$ cat config.mk
export PLATFORM = sky130hd
export DESIGN_NAME = scu_uart_modes
export DESIGN_NICKNAME = d
export VERILOG_FILES = /design/src/rtl/scu_pkg.sv /design/src/rtl/scu_etu_if.sv /design/src/rtl/scu_etu_gen.sv /design/src/rtl/scu_uart_modes.sv
export VERILOG_INCLUDE_DIRS = /design/src /design/src/rtl
export SDC_FILE = /design/constraint.sdc
export NUM_CORES = 1
export LEC_CHECK = 0
export ABC_CLOCK_PERIOD_IN_PS = 3350
export BUFFER_PORTS_ARGS = -buffer_cell sky130_fd_sc_hd__buf_2
export CAP_MARGIN = 20
export CORE_ASPECT_RATIO = 1.2
export CORE_UTILIZATION = 55
export CTS_CLUSTER_DIAMETER = 100
export DETAILED_ROUTE_END_ITERATION = 12
export GPL_TIMING_DRIVEN = 0
export PLACE_DENSITY = 0.87
export SYNTH_ARGS = -nofsm -noshare
export SYNTH_HDL_FRONTEND = slang
export SYNTH_HIERARCHICAL = 1
export SYNTH_SLANG_ARGS = --single-unit
$ cat constraint.sdc
create_clock -name hclk -period 3.35 [get_ports hclk]
set_input_delay 0.335 -clock hclk [delete_from_list [all_inputs] [get_ports hclk]]
set_output_delay 0.335 -clock hclk [all_outputs]
set_load 0.1 [all_outputs]
$ cat src/rtl/scu_consts.svh
// Offsets, field positions, reset values and timing counts for the card UART mode/time-unit block.
// Assumes inclusion by bare name from modules.
// Summary of operation
// RQ1: Run control bit low holds the UART in reset; set it before operation.
// RQ2: Sync select 1 moves card I/O data through bit 0 of transmit/receive registers.
// RQ3: In sync mode the card clock pin follows the manual clock level bit.
// RQ4: Host finishes the current transfer before switching sync/async mode.
// RQ5: Deselected sync card I/O floats with pull-up; new sync card takes transmit bit 0.
// RQ6: Auxiliary manual clock level bit drives no pin.
// RQ7: A status bit always shows the auxiliary interrupt input level.
// RQ8: Unmasked auxiliary input change raises the host interrupt; masked means poll only.
// RQ9: After reset all interfaces are asynchronous, select bits 0.
// RQ10: Async active card clock can stop high or low per stop and level bits.
// RQ11: Clock select 0 gives card clock, 1 twice it when divider select nonzero.
// RQ12: Divider select 000b uses single-rate clock; clock select has no effect.
// RQ13: Prescaler divides by 31 when prescale bit 0, 32 when 1.
// RQ14: Prescaler output clocks 8-bit down counter reloading from divider register.
// RQ15: All async character timing points are counted in time units.
// RQ16: Host sets time unit to F/D card clocks, default F 372 D 1.
// RQ17: Host keeps card clock between 1MHz and 5MHz by default.
// RQ18: Host keeps default factors until PPS or per specific-mode rules.
// RQ19: Host picks prescale and divider so their product equals F.
// RQ20: Host decodes baud adjustment codes; other codes reserved.
// RQ21: Down counter gives one-cycle tick and reloads at zero.
`ifndef SCU_CONSTS_SVH
`define SCU_CONSTS_SVH
`define SCU_ADDR_CSR 8'h00
`define SCU_ADDR_CCR0 8'h04
`define SCU_ADDR_CCR1 8'h08
`define SCU_ADDR_AUX_CLOCK_CONTROL 8'h0C
`define SCU_ADDR_UART_CONTROL_TWO 8'h10
`define SCU_ADDR_PDR 8'h14
`define SCU_ADDR_UTR 8'h18
`define SCU_ADDR_URR 8'h1C
`define SCU_ADDR_MSR 8'h20
// card_select_reg fields
`define SCU_CSR_SEL_LO 0
`define SCU_CSR_RUN 3
`define SCU_CSR_SYNC_LO 4
// card_clock_control fields
`define SCU_CCR_DIV_LO 0
`define SCU_CCR_CST 3
`define SCU_CCR_SC 4
`define SCU_CCR_SHL 5
// uart_control_two fields
`define SCU_UART_CONTROL_TWO_PSC 0
`define SCU_UART_CONTROL_TWO_CKU 1
`define SCU_UART_CONTROL_TWO_MASK 2
// misc_status_reg fields
`define SCU_MSR_AUXIN 0
`define SCU_MSR_AUXCHG 1
`define SCU_MSR_RUN 2
`define SCU_PRESCALE_31 8'h1E
`define SCU_PRESCALE_32 8'h1F
`define SCU_PDR_RESET 8'h0C
`endif

$ cat src/rtl/scu_pkg.sv
// Types shared by the card UART mode/time-unit block.
// Assumes scu_consts.svh defines the numbers.
package scu_pkg;
  typedef enum logic [1:0] {
    SCU_CARD_A = 2'b00,
    SCU_CARD_B = 2'b01,
    SCU_CARD_AUX = 2'b10
  } scu_card_e;
  typedef enum logic [1:0] {
    SCU_BUS_IDLE = 2'b00,
    SCU_BUS_WR = 2'b01,
    SCU_BUS_RD = 2'b10
  } scu_bus_e;
endpackage

$ cat src/rtl/scu_etu_if.sv
// Carries time-unit settings and tick between top and generator.
// Assumes one clock domain.
`timescale 1ns/1ps
`default_nettype none
interface scu_etu_if;
  logic run;
  logic fast_sel;
  logic psc32;
  logic [7:0] reload;
  logic clk_en;
  logic clk2_en;
  logic tick;
  modport ctl (output run, fast_sel, psc32, reload, clk_en, clk2_en, input tick);
  modport gen (input run, fast_sel, psc32, reload, clk_en, clk2_en, output tick);
endinterface
`default_nettype wire

$ cat src/rtl/scu_etu_gen.sv
// Time-unit generator: clock pick, 31/32 prescaler, 8-bit reload down counter.
// Assumes clock-rate enables arrive as one-cycle pulses on hclk.
`timescale 1ns/1ps
`default_nettype none
`include "scu_consts.svh"
module scu_etu_gen
  import scu_pkg::*;
(
  // Clock and reset
  input wire logic hclk,
  input wire logic hresetn,
  // Settings and tick
  scu_etu_if.gen etu
);
  typedef struct packed {
    logic [7:0] pre;
    logic [7:0] cnt;
    logic tick;
  } scu_gen_s;
  scu_gen_s st_r;
  scu_gen_s st_nxt;
  logic base_en;
  logic [7:0] pre_top;
  assign base_en = etu.fast_sel ? etu.clk2_en : etu.clk_en; // RQ11 RQ12
  assign pre_top = etu.psc32 ? `SCU_PRESCALE_32 : `SCU_PRESCALE_31; // RQ13
  always_comb begin
    st_nxt = st_r;
    st_nxt.tick = 1'b0;
    if (!etu.run) begin // RQ1
      st_nxt.pre = 8'h00;
      st_nxt.cnt = etu.reload;
    end else if (base_en) begin
      if (st_r.pre >= pre_top) begin
        st_nxt.pre = 8'h00;
        if (st_r.cnt <= 8'h01) begin // RQ14 RQ21
          st_nxt.cnt = etu.reload;
          st_nxt.tick = 1'b1; // RQ15
        end else begin
          st_nxt.cnt = st_r.cnt - 8'h01; // RQ14
        end
      end else begin
        st_nxt.pre = st_r.pre + 8'h01;
      end
    end
  end
  always_ff @(posedge hclk or negedge hresetn) begin
    if (!hresetn) begin
      st_r <= '{pre: 8'h00, cnt: `SCU_PDR_RESET, tick: 1'b0};
    end else begin
      st_r <= st_nxt;
    end
  end
  // No tick leaks out in the cycle the run bit drops
  assign etu.tick = st_r.tick && etu.run; // RQ1
endmodule // scu_etu_gen
`default_nettype wire

$ cat src/rtl/scu_uart_modes.sv
// Top: AHB-Lite registers, card select and sync/async mode, clocks, aux handshake.
// Assumes hclk 40 MHz; card pins and aux input are asynchronous.
//
// Decided for this implementation: register access over AHB-Lite and the register addresses.
`timescale 1ns/1ps
`default_nettype none
`include "scu_consts.svh"
module scu_uart_modes
  import scu_pkg::*;
#(
  parameter int CLK_DIV = 8
) (
  // Clock and reset
  input wire logic hclk,
  input wire logic hresetn,
  // AHB-Lite slave
  input wire logic hsel,
  input wire logic [7:0] haddr,
  input wire logic [1:0] htrans,
  input wire logic hwrite,
  input wire logic [2:0] hsize,
  input wire logic [31:0] hwdata,
  input wire logic hready,
  output logic [31:0] hrdata,
  output logic hreadyout,
  output logic hresp,
  // Card A and B pins
  output logic [1:0] card_clock_pin,
  output logic [1:0] card_io_out,
  output logic [1:0] card_io_oe,
  input wire logic [1:0] card_io_in,
  // Auxiliary pins
  output logic aux_io_out,
  output logic aux_io_oe,
  input wire logic aux_io_in,
  input wire logic aux_interrupt_input,
  // Host interrupt, UART reset status and time-unit tick
  output logic host_int,
  output logic uart_rst_active,
  output logic etu_tick
);
  typedef struct packed {
    scu_bus_e ph;
    logic [7:0] addr;
    logic [7:0] card_select_reg;
    logic [5:0] ccr0;
    logic [5:0] ccr1;
    logic [5:0] aux_clock_control;
    logic [2:0] uart_control_two;
    logic [7:0] time_unit_divider_reload;
    logic utr0;
    logic urr0;
    logic [31:0] rdata;
    logic [2:0] io_s1;
    logic [2:0] io_s2;
    logic aux_s1;
    logic aux_s2;
    logic aux_d;
    logic aux_chg;
    logic [7:0] div;
    logic clk_en;
    logic clk2_en;
    logic fclk;
  } scu_top_s;
  scu_top_s st_r;
  scu_top_s st_nxt;
  scu_etu_if etu_bus ();
  scu_card_e sel;
  logic [2:0] sync_bits;
  logic sel_sync;
  logic [5:0] sel_ccr;
  logic run;
  logic io_now;

  function automatic logic [5:0] ccr_of(input scu_card_e c, input scu_top_s s);
    unique case (c)
      SCU_CARD_A: ccr_of = s.ccr0;
      SCU_CARD_B: ccr_of = s.ccr1;
      SCU_CARD_AUX: ccr_of = s.aux_clock_control;
      default: ccr_of = 6'h00;
    endcase
  endfunction

  function automatic logic pin_clock(input logic [5:0] c, input logic sync_m, input logic f,
                                     input logic r);
    if (sync_m) begin
      pin_clock = c[`SCU_CCR_SC]; // RQ3
    end else if (c[`SCU_CCR_CST] || !r) begin
      pin_clock = c[`SCU_CCR_SHL]; // RQ10
    end else begin
      pin_clock = f;
    end
  endfunction

  assign sel = scu_card_e'(st_r.card_select_reg[`SCU_CSR_SEL_LO +: 2]);
  assign sync_bits = st_r.card_select_reg[`SCU_CSR_SYNC_LO +: 3];
  assign run = st_r.card_select_reg[`SCU_CSR_RUN];
  assign sel_ccr = ccr_of(sel, st_r);
  assign sel_sync = (sel == SCU_CARD_AUX) ? sync_bits[2] : sync_bits[sel[0]];
  assign io_now = (sel == SCU_CARD_AUX) ? st_r.io_s2[2] : st_r.io_s2[sel[0]];

  always_comb begin
    st_nxt = st_r;
    st_nxt.clk_en = 1'b0;
    st_nxt.clk2_en = 1'b0;
    // Card clock from divider; doubled enable on every half period
    if (st_r.div >= 8'(CLK_DIV / 2 - 1)) begin
      st_nxt.div = 8'h00;
      st_nxt.clk2_en = 1'b1;
      // Card clock level toggles every half period; one enable per full period
      st_nxt.fclk = !st_r.fclk;
      st_nxt.clk_en = st_r.fclk;
    end else begin
      st_nxt.div = st_r.div + 8'h01;
    end
    // Synchronisers
    st_nxt.io_s1 = {aux_io_in, card_io_in};
    st_nxt.io_s2 = st_r.io_s1;
    st_nxt.aux_s1 = aux_interrupt_input;
    st_nxt.aux_s2 = st_r.aux_s1;
    st_nxt.aux_d = st_r.aux_s2;
    if (run && sel_sync) begin
      st_nxt.urr0 = io_now; // RQ2
    end
    // Bus
    st_nxt.ph = SCU_BUS_IDLE;
    if (st_r.ph == SCU_BUS_WR) begin
      unique case (st_r.addr)
        `SCU_ADDR_CSR: st_nxt.card_select_reg = hwdata[7:0]; // RQ1 RQ4
        `SCU_ADDR_CCR0: st_nxt.ccr0 = hwdata[5:0];
        `SCU_ADDR_CCR1: st_nxt.ccr1 = hwdata[5:0];
        `SCU_ADDR_AUX_CLOCK_CONTROL: st_nxt.aux_clock_control = hwdata[5:0]; // RQ6
        `SCU_ADDR_UART_CONTROL_TWO: st_nxt.uart_control_two = hwdata[2:0];
        `SCU_ADDR_PDR: st_nxt.time_unit_divider_reload = hwdata[7:0];
        `SCU_ADDR_UTR: st_nxt.utr0 = hwdata[0]; // RQ2
        default: st_nxt.card_select_reg = st_r.card_select_reg;
      endcase
    end
    if (hsel && hready && htrans[1]) begin
      st_nxt.ph = hwrite ? SCU_BUS_WR : SCU_BUS_RD;
      st_nxt.addr = haddr;
      st_nxt.rdata = 32'h0000_0000;
      if (!hwrite) begin
        unique case (haddr)
          `SCU_ADDR_CSR: st_nxt.rdata = {24'h000000, st_r.card_select_reg};
          `SCU_ADDR_CCR0: st_nxt.rdata = {26'h0000000, st_r.ccr0};
          `SCU_ADDR_CCR1: st_nxt.rdata = {26'h0000000, st_r.ccr1};
          `SCU_ADDR_AUX_CLOCK_CONTROL: st_nxt.rdata = {26'h0000000, st_r.aux_clock_control};
          `SCU_ADDR_UART_CONTROL_TWO: st_nxt.rdata = {29'h00000000, st_r.uart_control_two};
          `SCU_ADDR_PDR: st_nxt.rdata = {24'h000000, st_r.time_unit_divider_reload};
          `SCU_ADDR_UTR: st_nxt.rdata = {31'h00000000, st_r.utr0};
          `SCU_ADDR_URR: st_nxt.rdata = {31'h00000000, st_r.urr0}; // RQ2
          `SCU_ADDR_MSR: st_nxt.rdata = {29'h00000000, run, st_r.aux_chg, st_r.aux_s2}; // RQ7
          default: st_nxt.rdata = 32'h0000_0000;
        endcase
      end
    end
    // Sticky aux change; set wins over clear on status read
    if (st_r.ph == SCU_BUS_RD && st_r.addr == `SCU_ADDR_MSR) begin
      st_nxt.aux_chg = 1'b0;
    end
    if (st_r.aux_s2 != st_r.aux_d) begin
      st_nxt.aux_chg = 1'b1; // RQ8
    end
  end

  always_ff @(posedge hclk or negedge hresetn) begin
    if (!hresetn) begin
      st_r <= '0; // RQ9
      st_r.time_unit_divider_reload <= `SCU_PDR_RESET;
    end else begin
      st_r <= st_nxt;
    end
  end

  // Time-unit generator settings
  assign etu_bus.run = run;
  assign etu_bus.fast_sel = st_r.uart_control_two[`SCU_UART_CONTROL_TWO_CKU] && (sel_ccr[2:0] != 3'b000); // RQ11 RQ12
  assign etu_bus.psc32 = st_r.uart_control_two[`SCU_UART_CONTROL_TWO_PSC];
  assign etu_bus.reload = st_r.time_unit_divider_reload;
  assign etu_bus.clk_en = st_r.clk_en;
  assign etu_bus.clk2_en = st_r.clk2_en;

  scu_etu_gen u_gen (
    .hclk(hclk),
    .hresetn(hresetn),
    .etu(etu_bus.gen)
  );

  // Pins
  genvar gi;
  generate
    for (gi = 0; gi < 2; gi++) begin : g_card
      assign card_clock_pin[gi] = pin_clock(gi ? st_r.ccr1 : st_r.ccr0, sync_bits[gi],
                                            st_r.fclk, run);
      // Selected sync card drives transmit bit 0; others float with pull-up
      assign card_io_out[gi] = st_r.utr0; // RQ5
      assign card_io_oe[gi] = run && sync_bits[gi] && (sel == scu_card_e'(gi)) && !st_r.utr0;
    end
  endgenerate
  assign aux_io_out = st_r.utr0;
  assign aux_io_oe = run && sync_bits[2] && (sel == SCU_CARD_AUX) && !st_r.utr0; // RQ5
  assign host_int = st_r.aux_chg && !st_r.uart_control_two[`SCU_UART_CONTROL_TWO_MASK]; // RQ8
  assign uart_rst_active = !run; // RQ1
  assign etu_tick = etu_bus.tick;
  assign hrdata = st_r.rdata;
  assign hreadyout = 1'b1;
  assign hresp = 1'b0;
endmodule // scu_uart_modes
`default_nettype wire

==> results.txt <==
The number of hold violations in the final report is 0. The number of nets still failing antenna checks after routing is 0. The critical path class is reg2reg.

The fraction of final layout cells sized beyond drive strength 1 is 32.7%. The HPWL reported at the end of detailed placement came out at 7230 um. The worst path arrival time came out at 3.33 ns. The H-tree was split into 3 levels. The cell area power density came out at 556 nW/um2. Using the TritonRoute via totals, the vias-per-cell ratio works out to 5.73. The average instance in the mapped netlist occupies 11.4 um2. Setup repair after global routing left no endpoint under its margin. The violation count after the first detailed-route iteration came out at 458. The worst slew margin relative to its limit came out at 47.6%. The clock sink count is 95. Static timing analysis puts the maximum clock frequency at 0.330 GHz.

The effective utilization at floorplan came out at 57.2%. The clock transition at the registers of the reported paths came out at 0.09 ns. Yosys instantiated no cell more often than sky130_fd_sc_hd__dfrtp_1. The number of CTS-inserted buffers is 9. The count of port buffers added during placement came out at 42.

The design draws 3.03 mW. Sorting the synthesized cells by how often they occur yields 91 x sky130_fd_sc_hd__dfrtp_1, 47 x sky130_fd_sc_hd__mux2_2, 36 x sky130_fd_sc_hd__buf_4. The number of search-and-repair iterations in the first detailed-routing pass came out at 5. The data required time at the worst endpoint is 3.64 ns. The delay of the slowest cell on the worst path is 0.51 ns. The total I/O pin count came out at 99. The y dimension of the die came out at 103 um. The slew at the pin closest to its max-slew limit came out at 0.783 ns. The number of register bits inferred by synthesis came out at 95. The proportion of synthesized flip-flops having asynchronous set or reset is 100%. The detailed-route wire length per cell is 16.3 um. The aggregate routed wire length is 10000 um. The number of standard-cell rows in the floorplan came out at 36.

The worst supply voltage drop on vdd came out at 0.000509 V. The overall routing resource usage is 24.9%. The time the worst path needs with I/O delays and setup is 3.03 ns. TritonCTS built the clock tree. By area the synthesized netlist is led by sky130_fd_sc_hd__dfrtp_1 49%, sky130_fd_sc_hd__mux2_2 11%, sky130_fd_sc_hd__buf_4 5.8%, sky130_fd_sc_hd__mux2i_1 3.0%, sky130_fd_sc_hd__dfstp_2 2.2%.

The number of buffers on the longest clock path came out at 2. The die boundary width is 86.3 um. On the critical path, the stage with the largest delay is an instance of sky130_fd_sc_hd__nor4bb_2. The root cell of the clock tree is sky130_fd_sc_hd__clkbuf_8. The maximum number of pins on one net before global-route repair came out at 70. The number of endpoints failing setup at the final stage came out at 0. The area overhead of the layout relative to synthesis is 16.0%. At the later pin of the worst-skew pair, clock insertion delay measures 0.38 ns. The number of library cell types mapped by synthesis is 61. The max-cap violation count is 0. The area of combinational cells with multiple inputs is 2070 um2. The cell area after placement is 5190 um2. The area enclosed by the die boundary is 8910 um2. The number of antenna repair diodes came out at 0. The initial antenna violation count is 0.

Synthesis produced 411 cells. The proportion of synthesized chip area in sequential cells is 50.8%. The first global-routing pass estimated 16500 um of wire. The detailed router placed 3526 vias in this run. The total number of nets in the final design is 555. In this run, synthesis inferred 0 flip-flops with an integrated enable. The last weighted congestion value of the routability-driven placer is 0.873. Fill cells in the final layout number 605. The summed instance area of the synthesized netlist is 4690 um2. The critical path goes through clkbuf_1 > or4_1 > nor2_1 > nor4bb_2 > mux2i_2 > and2_1 > clkbuf_1 > a21oi_1 > o221ai_1. The portion of the clock cycle consumed by the worst path in the final layout came out at 90.5%.

The critical path launch point type is a flip-flop. The number of global-route vias before repair came out at 3403. In this run the static leakage power is 2.49 nW. The run finished with clean final reports. The maximum fanout count along the critical path is 10. The core region is 8200 um2. The total overflow reported by the global router is 0. Measured on the finished design, the core utilization comes to 66.4%. In this design, the critical path's most frequently occurring cell is sky130_fd_sc_hd__clkbuf_1. Among all flip-flop cells after synthesis, the most frequent one is sky130_fd_sc_hd__dfrtp_1. Of all cell types, the one taking the most synthesized area is sky130_fd_sc_hd__dfrtp_1. Broken down by cell family, the worst path's largest delay share belongs to simple AND/OR/NAND/NOR gates.

For this run, design rule violations remaining after detail routing come to 0. The proportion of netlist area held by the largest area contributor came out at 48.5%. The clock tree skew after final layout came out at 0.0109 ns. The path class of the tightest hold or removal check is in2reg.

The total non-filler cell area in the finished layout is 5440 um2. The critical path contains buffers and inverters numbering 2 combined. Summing all flip-flop and latch instances after layout gives 2380 um2. The final-report max-slew violation count came out at 0. The number of warning messages in the yosys log is 6. STA classifies the critical path endpoint as a flip-flop.
-- cells in the final DEF (no fill, tap or decap), drive strengths merged, types with 3 or more instances in the layout --
cell | synthesis | final
or4 | 4 | 4
nand2 | 25 | 25
and3 | 6 | 6
a32oi | 3 | 3
o211ai | 3 | 3
or3 | 4 | 4
a221oi | 3 | 3
mux2i | 14 | 14
nand3 | 11 | 11
nor4b | 4 | 4
nand4 | 6 | 6
buf | 38 | 81
ha | 5 | 5
dfrtp | 91 | 91
a21oi | 11 | 11
nor3 | 11 | 11
dfstp | 4 | 4
nor2b | 4 | 4
nand2b | 3 | 3
mux2 | 47 | 47
nor2 | 14 | 14
conb | 2 | 32
a222oi | 3 | 3
inv | 14 | 15
o31ai | 3 | 3
nor4 | 7 | 7
nand3b | 3 | 3
o21ai | 20 | 20
and2 | 4 | 4
clkbuf | 10 | 20
-- power breakdown --
group,internal (mW),switching [mW]
logic,0.254,0.487
registers,1.29,0.150
clock network,0.444,0.407
-- routing by layer --
metal	vias to the layer above	GRT usage (%)	share of wire [%]
met3	28	5.71	6.8
met1	1717	32.4	42
met4	0	11.0	3.2
met5	-	0	0
met2	163	40.6	48
li1	1618	-	-
-- cell families after synthesis --
group	count (synthesis)	share of synthesized area (%)
adders and majority gates	5	1.33
xor gates and xnor gates	1	0.187
buffers and inverters	62	7.87
AOI/OAI and AO/OA	69	10.5
other	2	0.160
muxes	63	15.2
DFF	95	50.8
and+or+nand+nor	114	13.9
-- worst paths after layout --
check                              startpoint       endpoint  slack [ns]  cells after the start
worst max-delay path                   sel[1]  u_gen/st_r[8]        0.32                      9
worst min-delay path            card_io_in[0]     st_nxt[15]        0.06                      1
worst max register to register         sel[1]  u_gen/st_r[8]        0.32                      9
worst min register to register     st_nxt[15]       st_r[15]        0.36                      0
max in group asynchronous             hresetn  u_gen/st_r[4]        2.26                      3
min in group asynchronous             hresetn       st_r[92]        0.41                      2
-- flip-flops by register name, indices dropped and copies added (netlist names) --
register and flops:
st_r 50, u_gen/st_r 17, etu_bus.reload 8, hrdata 8, st_nxt 5, sel 2
aux_io_out 1, etu_bus.clk2_en 1, etu_bus.clk_en 1, etu_bus.psc32 1, etu_bus.run 1
-- per-stage QoR --
| stage | setup slack, ns | hold slack, ns | std cells | setup TNS (ns) |
|---|---|---|---|---|
| after floorplan | -0.169 | 0.0394 | 441 | -0.339 |
| after global placement | 0.326 | 0.333 | 597 | 0 |
| after detailed placement | 0.205 | 0.277 | 598 | 0 |
| after CTS | 0.138 | 0.0540 | 615 | 0 |
| after global routing | 0.0495 | 0.0460 | 615 | 0 |
| final | 0.317 | 0.0599 | 615 | 0 |
-- layout make-up --
type	count	share of cell area, %
repair buffers	44	4.60
clock buffers	10	2.53
flip-flops and latches	95	43.8
inverters	14	0.965
plain buffers	48	5.81
well taps	114	2.62
multi-input cells	284	38.0
clock inverters	6	1.70
-- what timing repair did --
item	4_1_cts	5_1_grt
endpoints found under the setup margin	0	3
hold endpoints to repair	25	0
hold buffers	1	0
resized for setup	0	2
setup buffers	0	0
(Power assumes the default switching activity.)
